File: src/hw/tts_pkg.sv
// Constants, register map and state codes of the top-off/trickle sequencer.
// Assumes a 50 MHz core clock and an APB master with 32-bit data.
package tts_pkg;

    // ------------------------------------------------------------
    // Timing
    // ------------------------------------------------------------
    localparam int CLK_HZ          = 50_000_000;
    localparam int PULSE_PERIOD_MS = 1000;
    localparam int SEC_CYCLES      = CLK_HZ / 1000 * PULSE_PERIOD_MS;
    localparam int TOPOFF_PULSE_US = 62500;
    localparam int TOPOFF_CYCLES   = int'(longint'(CLK_HZ) * TOPOFF_PULSE_US / 1_000_000);
    localparam int PHASE_W         = 26;
    localparam int TMR_W           = 16;

    // ------------------------------------------------------------
    // Register map
    // ------------------------------------------------------------
    localparam logic [7:0] ADDR_CTRL     = 8'h00;
    localparam logic [7:0] ADDR_TRKW     = 8'h04;
    localparam logic [7:0] ADDR_LIMIT    = 8'h08;
    localparam logic [7:0] ADDR_STATUS   = 8'h0c;
    localparam logic [7:0] ADDR_IRQ_STAT = 8'h10;
    localparam logic [7:0] ADDR_IRQ_CLR  = 8'h14;
    localparam logic [7:0] ADDR_IRQ_EN   = 8'h18;

    localparam int               CTRL_TOPOFF_EN = 0;
    localparam logic             CTRL_RST       = 1'b1;
    localparam logic [PHASE_W-1:0] TRKW_RST     = PHASE_W'(TOPOFF_CYCLES);
    localparam logic [TMR_W-1:0] LIMIT_RST      = 16'h0a8c;
    localparam int               STATUS_CNT_LSB = 16;

    localparam int IRQ_W       = 4;
    localparam int IRQ_TOPOFF  = 0;
    localparam int IRQ_TRICKLE = 1;
    localparam int IRQ_DONE    = 2;
    localparam int IRQ_FAULT   = 3;

    // ------------------------------------------------------------
    // Sequencer states
    // ------------------------------------------------------------
    typedef enum logic [7:0] {
        ST_FAST    = 8'h01,
        ST_EVAL    = 8'h02,
        ST_TOPOFF  = 8'h04,
        ST_TCOLD   = 8'h08,
        ST_THOT    = 8'h10,
        ST_CUTOFF  = 8'h20,
        ST_TRICKLE = 8'h40,
        ST_DONE    = 8'h80
    } tts_state_type;

endpackage

File: src/hw/tts_time_if.sv
// Time base bundle shared by the sequencer and its helpers.
// Assumes one clock; the top drives the clock enable.
`timescale 1ns/100ps
interface tts_time_if;
    import tts_pkg::*;
    logic               ce;
    logic               sec_tick;
    logic [PHASE_W-1:0] phase;

    modport base (input ce, output sec_tick, output phase);
    modport user (input ce, input sec_tick, input phase);
endinterface
File: src/hw/tts_charge_timer.sv
// Charge timer counting whole seconds up to a limit.
// Assumes the time base bundle supplies the second tick.
`timescale 1ns/100ps
module tts_charge_timer (
    input  wire logic                      core_clk_i,
    input  wire logic                      srst_i,
    tts_time_if.user                       tb,
    input  wire logic                      clr_i,
    input  wire logic                      run_i,
    input  wire logic [tts_pkg::TMR_W-1:0] limit_i,
    output logic      [tts_pkg::TMR_W-1:0] cnt_o,
    output logic                           expired_o
);
    import tts_pkg::*;

    logic [TMR_W-1:0] cnt_q;
    logic [TMR_W-1:0] cnt_d;

    // ------------------------------------------------------------
    // Second counter
    // ------------------------------------------------------------
    assign cnt_o     = cnt_q;
    assign expired_o = (cnt_q >= limit_i);

    always_comb
    begin
        cnt_d = cnt_q;
        if (tb.ce && clr_i)
            cnt_d = '0;
        else if (run_i && tb.sec_tick && !expired_o)
            cnt_d = cnt_q + 1'b1;
    end

    always_ff @(posedge core_clk_i)
    begin
        if (srst_i)
            cnt_q <= '0;
        else
            cnt_q <= cnt_d;
    end
endmodule

File: src/hw/tts_sec_base.sv
// One-second phase counter with a tick at each wrap.
// Assumes a synchronous active-high reset.
`timescale 1ns/100ps
module tts_sec_base #(
    parameter int SEC_CYCLES = tts_pkg::SEC_CYCLES
) (
    input  wire logic core_clk_i,
    input  wire logic srst_i,
    tts_time_if.base  tb
);
    import tts_pkg::*;

    logic [PHASE_W-1:0] phase_q;
    logic [PHASE_W-1:0] phase_d;
    logic               wrap;

    // ------------------------------------------------------------
    // Phase counter
    // ------------------------------------------------------------
    assign wrap        = (phase_q == PHASE_W'(SEC_CYCLES - 1));
    assign tb.sec_tick = wrap & tb.ce;
    assign tb.phase    = phase_q;

    always_comb
    begin
        phase_d = phase_q;
        if (tb.ce)
        begin
            phase_d = wrap ? '0 : phase_q + 1'b1;
        end
    end

    always_ff @(posedge core_clk_i)
    begin
        if (srst_i)
            phase_q <= '0;
        else
            phase_q <= phase_d;
    end
endmodule

File: src/hw/tts_sequencer.sv
// Post-fast-charge sequencer: top-off, pulse trickle, faults, APB registers.
// Assumes threshold inputs are synchronous to core_clk_i and APB is on the same clock.
`timescale 1ns/100ps
// What this block does
// - After fast charge, evaluate capacitor then branch
// - Top-off resets timer; ends on expiry/fault
// - Top-off pulse 62.5 ms each second
// - Lamp off in top-off and trickle
// - Cold pauses timer, trickles, then resumes top-off
// - Hot stops charge, timer runs, then branch
// - Cutoff stops charge; only trickle resumes
// - Trickle pulse each second, programmable width
// - Timer runs in top-off, idle in trickle
// - Timer pin low in sleep, sampling dips
// - Timer pin steady unless timer counts
// - Max cell voltage ends charging until a new cycle
// - Hot suspends trickle pulses until cleared
// - Trickle continues with no time limit
// - New cycle on power, battery, sleep exit
// - Switch high passes current, low cuts
module tts_sequencer #(
    parameter int SEC_CYCLES    = tts_pkg::SEC_CYCLES,
    parameter int TOPOFF_CYCLES = tts_pkg::TOPOFF_CYCLES
) (
    input  wire logic        core_clk_i,
    input  wire logic        srst_i,
    input  wire logic        ce_i,
    input  wire logic        psel_i,
    input  wire logic        penable_i,
    input  wire logic        pwrite_i,
    input  wire logic [7:0]  paddr_i,
    input  wire logic [31:0] pwdata_i,
    output logic      [31:0] prdata_o,
    output logic             pready_o,
    output logic             pslverr_o,
    output logic             irq_o,
    input  wire logic        fast_done_i,
    input  wire logic        fast_drive_i,
    input  wire logic        fast_sample_i,
    input  wire logic        timing_capacitor_large_i,
    input  wire logic        cold_threshold_i,
    input  wire logic        hot_threshold_i,
    input  wire logic        cutoff_threshold_i,
    input  wire logic        max_cell_voltage_limit_i,
    input  wire logic        new_cycle_i,
    input  wire logic        sleep_i,
    output logic             charge_switch_out_o,
    output logic             status_lamp_o,
    output logic             timer_pin_o
);
    import tts_pkg::*;

    tts_time_if tb ();

    tts_state_type      state_q, state_d;
    logic               sleep_q, sleep_d;
    logic               sw_q, sw_d;
    logic               lamp_q, lamp_d;
    logic               pin_q, pin_d;
    logic               topoff_en_q, topoff_en_d;
    logic [PHASE_W-1:0] trkw_q, trkw_d;
    logic [TMR_W-1:0]   limit_q, limit_d;
    logic [IRQ_W-1:0]   ist_q, ist_d;
    logic [IRQ_W-1:0]   ien_q, ien_d;
    logic               irq_q, irq_d;
    logic [31:0]        rdata_q, rdata_d;
    logic               rdy_q, rdy_d;
    logic               err_q, err_d;
    logic [IRQ_W-1:0]   ev;
    logic               restart;
    logic               tmr_clr;
    logic               tmr_run;
    logic               tmr_exp;
    logic [TMR_W-1:0]   tmr_cnt;
    logic               wr_acc;
    logic               top_pulse;
    logic               trk_pulse;

    // ------------------------------------------------------------
    // Time base and charge timer
    // ------------------------------------------------------------
    assign tb.ce = ce_i;

    tts_sec_base #(
        .SEC_CYCLES (SEC_CYCLES)
    ) u_base (
        .core_clk_i (core_clk_i),
        .srst_i     (srst_i),
        .tb         (tb)
    );

    assign tmr_run = (state_q == ST_TOPOFF) || (state_q == ST_THOT);
    assign tmr_clr = (state_q == ST_EVAL);

    tts_charge_timer u_timer (
        .core_clk_i (core_clk_i),
        .srst_i     (srst_i),
        .tb         (tb),
        .clr_i      (tmr_clr),
        .run_i      (tmr_run),
        .limit_i    (limit_q),
        .cnt_o      (tmr_cnt),
        .expired_o  (tmr_exp)
    );

    assign top_pulse = (tb.phase < PHASE_W'(TOPOFF_CYCLES));
    assign trk_pulse = (tb.phase < trkw_q);

    // ------------------------------------------------------------
    // Sequencer
    // ------------------------------------------------------------
    // new cycle start
    assign restart = new_cycle_i || (sleep_q && !sleep_i);

    always_comb
    begin
        state_d = state_q;
        ev      = '0;
        case (state_q)
            ST_FAST:
            begin
                if (fast_done_i)
                    state_d = ST_EVAL;
            end
            ST_EVAL:
            begin
                if (timing_capacitor_large_i && topoff_en_q)
                    state_d = ST_TOPOFF;
                else
                    state_d = ST_TRICKLE;
            end
            ST_TOPOFF:
            begin
                if (max_cell_voltage_limit_i)
                    state_d = ST_DONE;
                else if (cutoff_threshold_i)
                    state_d = ST_CUTOFF;
                else if (hot_threshold_i)
                    state_d = ST_THOT;
                else if (cold_threshold_i)
                    state_d = ST_TCOLD;
                else if (tmr_exp)
                    state_d = ST_TRICKLE;
            end
            ST_TCOLD:
            begin
                if (max_cell_voltage_limit_i)
                    state_d = ST_DONE;
                else if (cutoff_threshold_i)
                    state_d = ST_CUTOFF;
                else if (hot_threshold_i)
                    state_d = ST_THOT;
                else if (!cold_threshold_i)
                    state_d = ST_TOPOFF;
            end
            ST_THOT:
            begin
                if (max_cell_voltage_limit_i)
                    state_d = ST_DONE;
                else if (cutoff_threshold_i)
                    state_d = ST_CUTOFF;
                else if (!hot_threshold_i)
                    state_d = tmr_exp ? ST_TRICKLE : ST_TOPOFF;
            end
            ST_CUTOFF:
            begin
                if (max_cell_voltage_limit_i)
                    state_d = ST_DONE;
                else if (!hot_threshold_i && !cutoff_threshold_i)
                    state_d = ST_TRICKLE;
            end
            ST_TRICKLE:
            begin
                if (max_cell_voltage_limit_i)
                    state_d = ST_DONE;
            end
            ST_DONE:
            begin
                state_d = ST_DONE;
            end
            default:
            begin
                state_d = ST_FAST;
            end
        endcase
        if (restart)
            state_d = ST_FAST;
        if (!ce_i)
            state_d = state_q;
        if (state_d != state_q)
        begin
            ev[IRQ_TOPOFF]  = (state_d == ST_TOPOFF);
            ev[IRQ_TRICKLE] = (state_d == ST_TRICKLE);
            ev[IRQ_DONE]    = (state_d == ST_DONE);
            ev[IRQ_FAULT]   = (state_d == ST_TCOLD) || (state_d == ST_THOT) || (state_d == ST_CUTOFF);
        end
    end

    // ------------------------------------------------------------
    // Pin outputs
    // ------------------------------------------------------------
    always_comb
    begin
        sleep_d = ce_i ? sleep_i : sleep_q;
        sw_d    = 1'b0;
        lamp_d  = 1'b0;
        pin_d   = 1'b1;
        case (state_q)
            ST_FAST:    sw_d = fast_drive_i;
            ST_TOPOFF:  sw_d = top_pulse;
            ST_TCOLD:   sw_d = trk_pulse;
            ST_TRICKLE: sw_d = trk_pulse && !hot_threshold_i && !cutoff_threshold_i;
            default:    sw_d = 1'b0;
        endcase
        if (sleep_i)
            sw_d = 1'b0;
        lamp_d = (state_q == ST_FAST) && !sleep_i;
        if (tmr_run && !tmr_exp)
            pin_d = tb.sec_tick ? !pin_q : pin_q;
        if (sleep_i || ((state_q == ST_FAST) && fast_sample_i))
            pin_d = 1'b0;
        if (!ce_i)
        begin
            sw_d   = sw_q;
            lamp_d = lamp_q;
            pin_d  = pin_q;
        end
    end

    // ------------------------------------------------------------
    // APB registers and interrupt
    // ------------------------------------------------------------
    assign wr_acc = psel_i && penable_i && rdy_q && pwrite_i && ce_i;

    always_comb
    begin
        topoff_en_d = topoff_en_q;
        trkw_d      = trkw_q;
        limit_d     = limit_q;
        ien_d       = ien_q;
        ist_d       = ist_q | ev;
        rdata_d     = rdata_q;
        rdy_d       = 1'b0;
        err_d       = 1'b0;
        if (wr_acc)
        begin
            if (paddr_i == ADDR_CTRL)
                topoff_en_d = pwdata_i[CTRL_TOPOFF_EN];
            else if (paddr_i == ADDR_TRKW)
                trkw_d = pwdata_i[PHASE_W-1:0];
            else if (paddr_i == ADDR_LIMIT)
                limit_d = pwdata_i[TMR_W-1:0];
            else if (paddr_i == ADDR_IRQ_CLR)
                ist_d = (ist_q & ~pwdata_i[IRQ_W-1:0]) | ev;
            else if (paddr_i == ADDR_IRQ_EN)
                ien_d = pwdata_i[IRQ_W-1:0];
        end
        if (psel_i && !penable_i)
        begin
            rdy_d   = 1'b1;
            rdata_d = '0;
            if (paddr_i == ADDR_CTRL)
                rdata_d[CTRL_TOPOFF_EN] = topoff_en_q;
            else if (paddr_i == ADDR_TRKW)
                rdata_d[PHASE_W-1:0] = trkw_q;
            else if (paddr_i == ADDR_LIMIT)
                rdata_d[TMR_W-1:0] = limit_q;
            else if (paddr_i == ADDR_STATUS)
                rdata_d = {tmr_cnt, 8'h00, state_q};
            else if (paddr_i == ADDR_IRQ_STAT)
                rdata_d[IRQ_W-1:0] = ist_q;
            else if (paddr_i == ADDR_IRQ_EN)
                rdata_d[IRQ_W-1:0] = ien_q;
            else if (paddr_i != ADDR_IRQ_CLR)
                err_d = 1'b1;
        end
        if (!ce_i)
        begin
            ist_d   = ist_q;
            rdata_d = rdata_q;
            rdy_d   = rdy_q;
            err_d   = err_q;
        end
        irq_d = ce_i ? |(ist_q & ien_q) : irq_q;
    end

    always_ff @(posedge core_clk_i)
    begin
        if (srst_i)
        begin
            state_q     <= ST_FAST;
            sleep_q     <= 1'b0;
            sw_q        <= 1'b0;
            lamp_q      <= 1'b0;
            pin_q       <= 1'b1;
            topoff_en_q <= CTRL_RST;
            trkw_q      <= TRKW_RST;
            limit_q     <= LIMIT_RST;
            ist_q       <= '0;
            ien_q       <= '0;
            irq_q       <= 1'b0;
            rdata_q     <= '0;
            rdy_q       <= 1'b0;
            err_q       <= 1'b0;
        end
        else
        begin
            state_q     <= state_d;
            sleep_q     <= sleep_d;
            sw_q        <= sw_d;
            lamp_q      <= lamp_d;
            pin_q       <= pin_d;
            topoff_en_q <= topoff_en_d;
            trkw_q      <= trkw_d;
            limit_q     <= limit_d;
            ist_q       <= ist_d;
            ien_q       <= ien_d;
            irq_q       <= irq_d;
            rdata_q     <= rdata_d;
            rdy_q       <= rdy_d;
            err_q       <= err_d;
        end
    end

    assign charge_switch_out_o = sw_q;
    assign status_lamp_o       = lamp_q;
    assign timer_pin_o         = pin_q;
    assign irq_o               = irq_q;
    assign prdata_o            = rdata_q;
    assign pready_o            = rdy_q;
    assign pslverr_o           = err_q;
endmodule

File: config.mk
export PLATFORM = sky130hd
export DESIGN_NAME = tts_sequencer
export DESIGN_NICKNAME = d
export VERILOG_FILES = /design/src/hw/tts_pkg.sv /design/src/hw/tts_time_if.sv /design/src/hw/tts_charge_timer.sv /design/src/hw/tts_sec_base.sv /design/src/hw/tts_sequencer.sv
export SDC_FILE = /design/constraint.sdc
export NUM_CORES = 1
export LEC_CHECK = 0
export ABC_AREA = 1
export BUFFER_PORTS_ARGS = -buffer_cell sky130_fd_sc_hd__buf_2
export CAP_MARGIN = 30
export CORE_MARGIN = 2
export CORE_UTILIZATION = 30
export DETAILED_ROUTE_END_ITERATION = 6
export GPL_ROUTABILITY_DRIVEN = 0
export SYNTH_ARGS = -nofsm -noshare
export SYNTH_HDL_FRONTEND = slang
export SYNTH_SLANG_ARGS = --single-unit
File: constraint.sdc
create_clock -name core_clk_i -period 5 [get_ports core_clk_i]
set_clock_uncertainty 0.05 [all_clocks]
set_input_delay 0.25 -clock core_clk_i [delete_from_list [all_inputs] [get_ports core_clk_i]]
set_output_delay 0.25 -clock core_clk_i [all_outputs]
set_load 0.005 [all_outputs]
==> impl_metrics.yaml <==
status:
  run_status: "completed"
logic_synthesis:
  ys_types: 50
  dominantRegCellSynth: "sky130_fd_sc_hd__dfxtp_1"
  synthesis.instances: 1115
  yosys.area.top_type: "sky130_fd_sc_hd__dfxtp_1"
  synth_sequential_area_ratio: 0.360
  syn_area_sq_um: 7780
  yosys_warnings: 0
  netlist_top_cells_area: "sky130_fd_sc_hd__dfxtp_1 (36%), sky130_fd_sc_hd__nand2_1 (11%), sky130_fd_sc_hd__inv_1 (7.0%)"
  top_area_cell_type_share_of_the_netlist_area: 0.360
  async_flop_share: 0
  number_of_flops_mapped_to_enable_cells_by_yosys: 0
  syn-num-nets: 1214
  synth.ff_latch_count: 140
  syn-mean-instance-area_sq_um: 6.98
setup_path:
  timing.critical_path.to: "u_timer.cnt_o[8]"
  critPathLaunch: "limit_q[15]"
  rr_endpoint: "u_timer.cnt_o[8]"
  ff2ff_path_depth: 16
  cp_data_required_time_ns: 5.27
  worstSetupEndpointType: "flip-flop"
  path_class: "reg2reg"
  r2r_setup_slack_ns: 2.13
  crit_fanout: 6
  r2r_start: "limit_q[15]"
  crit_path_start_kind: "flip-flop"
  worstPathArrival_ns: 3.14
floorplanning:
  die_x_um: 165
  dieArea_sq_um: 27200
  initial_core_util: 0.307
  floorplan.core_area_sq_um: 25300
  rows: 58
  pin_count: 94
  floorplan.die.height_um: 165
detailed_routing:
  drt-vias-per-instance: 4.93
  first_pass_iters: 5
  antenna_violating_nets_post_route: 0
  routed-via-count: 7600
  drc_errors: 0
  drt_iter0_markers: 485
  drt-total-wl_um: 23500
  drt-wirelength-per-cell_um: 15.3
sta:
  holdWs_ns: 0.0238
  slew_violations: 0
  actual_transition_at_the_worst_max_transition_pin_ns: 0.899
  max_freq_mhz: 349
  setup_viols_final: 0
  tcrit_tclk_final: 0.573
  finalWorstPathRequiredPeriod_ns: 2.87
  setup_repair_after_global_routing_missed_its_margin: "no"
  hold_viol: 0
  slew-limit-headroom: 0.398
  totalNegativeSetupSlack_ns: 0
cts:
  cts_tree: "built"
  cts-resized-gates: 0
  cts_buffer_depth: 2
  cts_root_buf: "sky130_fd_sc_hd__clkbuf_16"
  h_tree_lvl_count: 4
  clock_sink_count: 140
  tritoncts.num_buffers: 17
  worstSkewPairLatency_ns: 0.43
  clkSlewWorstSetupHoldPaths_ns: 0.07
power_and_ir_drop:
  design_power_total_mw: 2.55
  max-vdd-ir-drop_v: 0.000166
  power.density_cell_area_nw_per_um2: 277
  cellLeakagePower_nw: 3.91
final_layout:
  post-route-util: 0.363
  finalNetCount: 1297
  fin_area_sq_um: 9210
  antenna_cells_inserted: 0
  area_growth_syn_to_layout_pct: 18.3
  filler_cell_count: 2700
  ratio_of_cells_with_drive_above_1_in_the_final_layout: 0.143
grt:
  grt_util_met3: 0.0337
  grt_use_total: 0.177
  global_route.peak_usage_layer: "met2"
  grt_antenna_before_repair: 0
  global_route.usage.met1: 0.242
  grtUsageMet2: 0.278
  wire_length_of_the_first_global_routing_pass_um: 37200
  grt_start_max_net_pins: 64
  grt_pass1_vias: 7029
  overflow: 0
hold_path:
  hold_path_class: "in2reg"
placed_design:
  placed_area_sq_um: 8560
  dpl.hpwl_um: 17900
  port_buffers: 87
run:
  timing.max_cap.violations: 0
## report_power, final
part | internal, mW | switching (mW) | total [mW]
clock | 0.761 | 0.541 | 1.30
combinational | 0.0378 | 0.0822 | 0.120
sequential | 1.12 | 0.00525 | 1.13
## flip-flops by register name, summed over array words and instances (netlist names), 4 cells and up
name,flops
prdata_o,32
trkw_q,26
u_base.tb.phase,26
limit_q,16
u_timer.cnt_o,16
state_q,8
ien_q,4
ist_q,4
## cell families (layout without fill, tap and decap cells)
logic type,after synthesis,count (layout),share of synthesized area
DFF,140,140,0.360
buffers and inverters,190,286,0.0926
adders and majority gates,43,43,0.0692
xor gates and xnor gates,11,11,0.0124
AOI/OAI and AO/OA,245,245,0.184
and+or+nand+nor,486,486,0.282
## synth_stat cells, drive strengths merged, types with 12 or more instances
cell type,instances
nand2,238
inv,154
dfxtp,140
nor2,125
a21oi,107
nand3,55
o21ai,55
ha,43
nor3,30
clkbuf,29
a211oi,20
o22ai,20
nand4,19
o211ai,19
nor4,12
## repair_timing
action                                  in CTS  in global routing
buffers inserted                             0                  0
endpoints found under the setup margin       0                  0
hold endpoints to repair                     5                  0
hold buffers                                 5                  0
## cells in the final DEF, fill, tap and decap left out, drive strengths merged, types with 2 or more instances in the layout
master,instances
a211oi,20
o211ai,19
o221ai,2
nor2,125
a21oi,107
clkbuf,19
nand2,238
xor2,7
nor4,12
nor3b,2
o21a,3
o22ai,20
xnor2,4
or2,3
dfxtp,140
ha,43
o21ai,55
nor3,30
buf,94
nand3,55
a31oi,5
inv,159
bufinv,2
o2111ai,5
nand4,19
or3,2
dlygate4sd3,5
clkinv,6
## layer usage
| metal | share of wire | vias to the layer above |
|---|---|---|
| met2 | 0.44 | 178 |
| met3 | 0.048 | 33 |
| met5 | 0 | - |
| met4 | 0.026 | 0 |
| met1 | 0.48 | 3483 |
| li1 | - | 3906 |
## worst min-delay path by stage
stage | startpoint | to | cells after the start
after detailed placement | pslverr_o | pslverr_o | 2
after global routing | pwdata_i[12] | limit_q[12] | 3
final | pwdata_i[14] | trkw_q[14] | 3
after floorplan | pwdata_i[11] | limit_q[11] | 2
after CTS | pwdata_i[13] | trkw_q[13] | 3
after global placement | prdata_o[7] | prdata_o[7] | 2
## critical path: stages (launching register included)
cell	delay [ns]
sky130_fd_sc_hd__dfxtp_1	0.31
sky130_fd_sc_hd__inv_1	0.07
sky130_fd_sc_hd__ha_1	0.33
sky130_fd_sc_hd__a21oi_1	0.14
sky130_fd_sc_hd__o21ai_0	0.11
sky130_fd_sc_hd__nor2_2	0.34
sky130_fd_sc_hd__nand2_1	0.15
sky130_fd_sc_hd__inv_1	0.11
sky130_fd_sc_hd__nand2_1	0.08
sky130_fd_sc_hd__nor2_1	0.35
sky130_fd_sc_hd__inv_2	0.12
sky130_fd_sc_hd__nor4_4	0.19
sky130_fd_sc_hd__nand2_1	0.10
sky130_fd_sc_hd__nor2_2	0.14
sky130_fd_sc_hd__nand2_1	0.06
sky130_fd_sc_hd__nand2_1	0.06
sky130_fd_sc_hd__nor2_1	0.05
## final cells by class
class | instances | area, sq um | area share
Timing Repair Buffer | 99 | 538 | 0.0584
Inverter | 155 | 584 | 0.0635
Clock inverter | 13 | 156 | 0.0170
Sequential cell | 140 | 2800 | 0.304
Clock buffer | 19 | 443 | 0.0481
Tap cell | 330 | 413 | 0.0449
Multi-Input combinational cell | 785 | 4270 | 0.464
## stage by stage
step | setup slack [ns] | instances
finish | 2.13 | 1541
floorplan | 2.73 | 1115
global placement | 1.99 | 1504
CTS | 2.11 | 1541
global route | 1.90 | 1541
detailed placement | 1.94 | 1504
(Power assumes the default switching activity.)
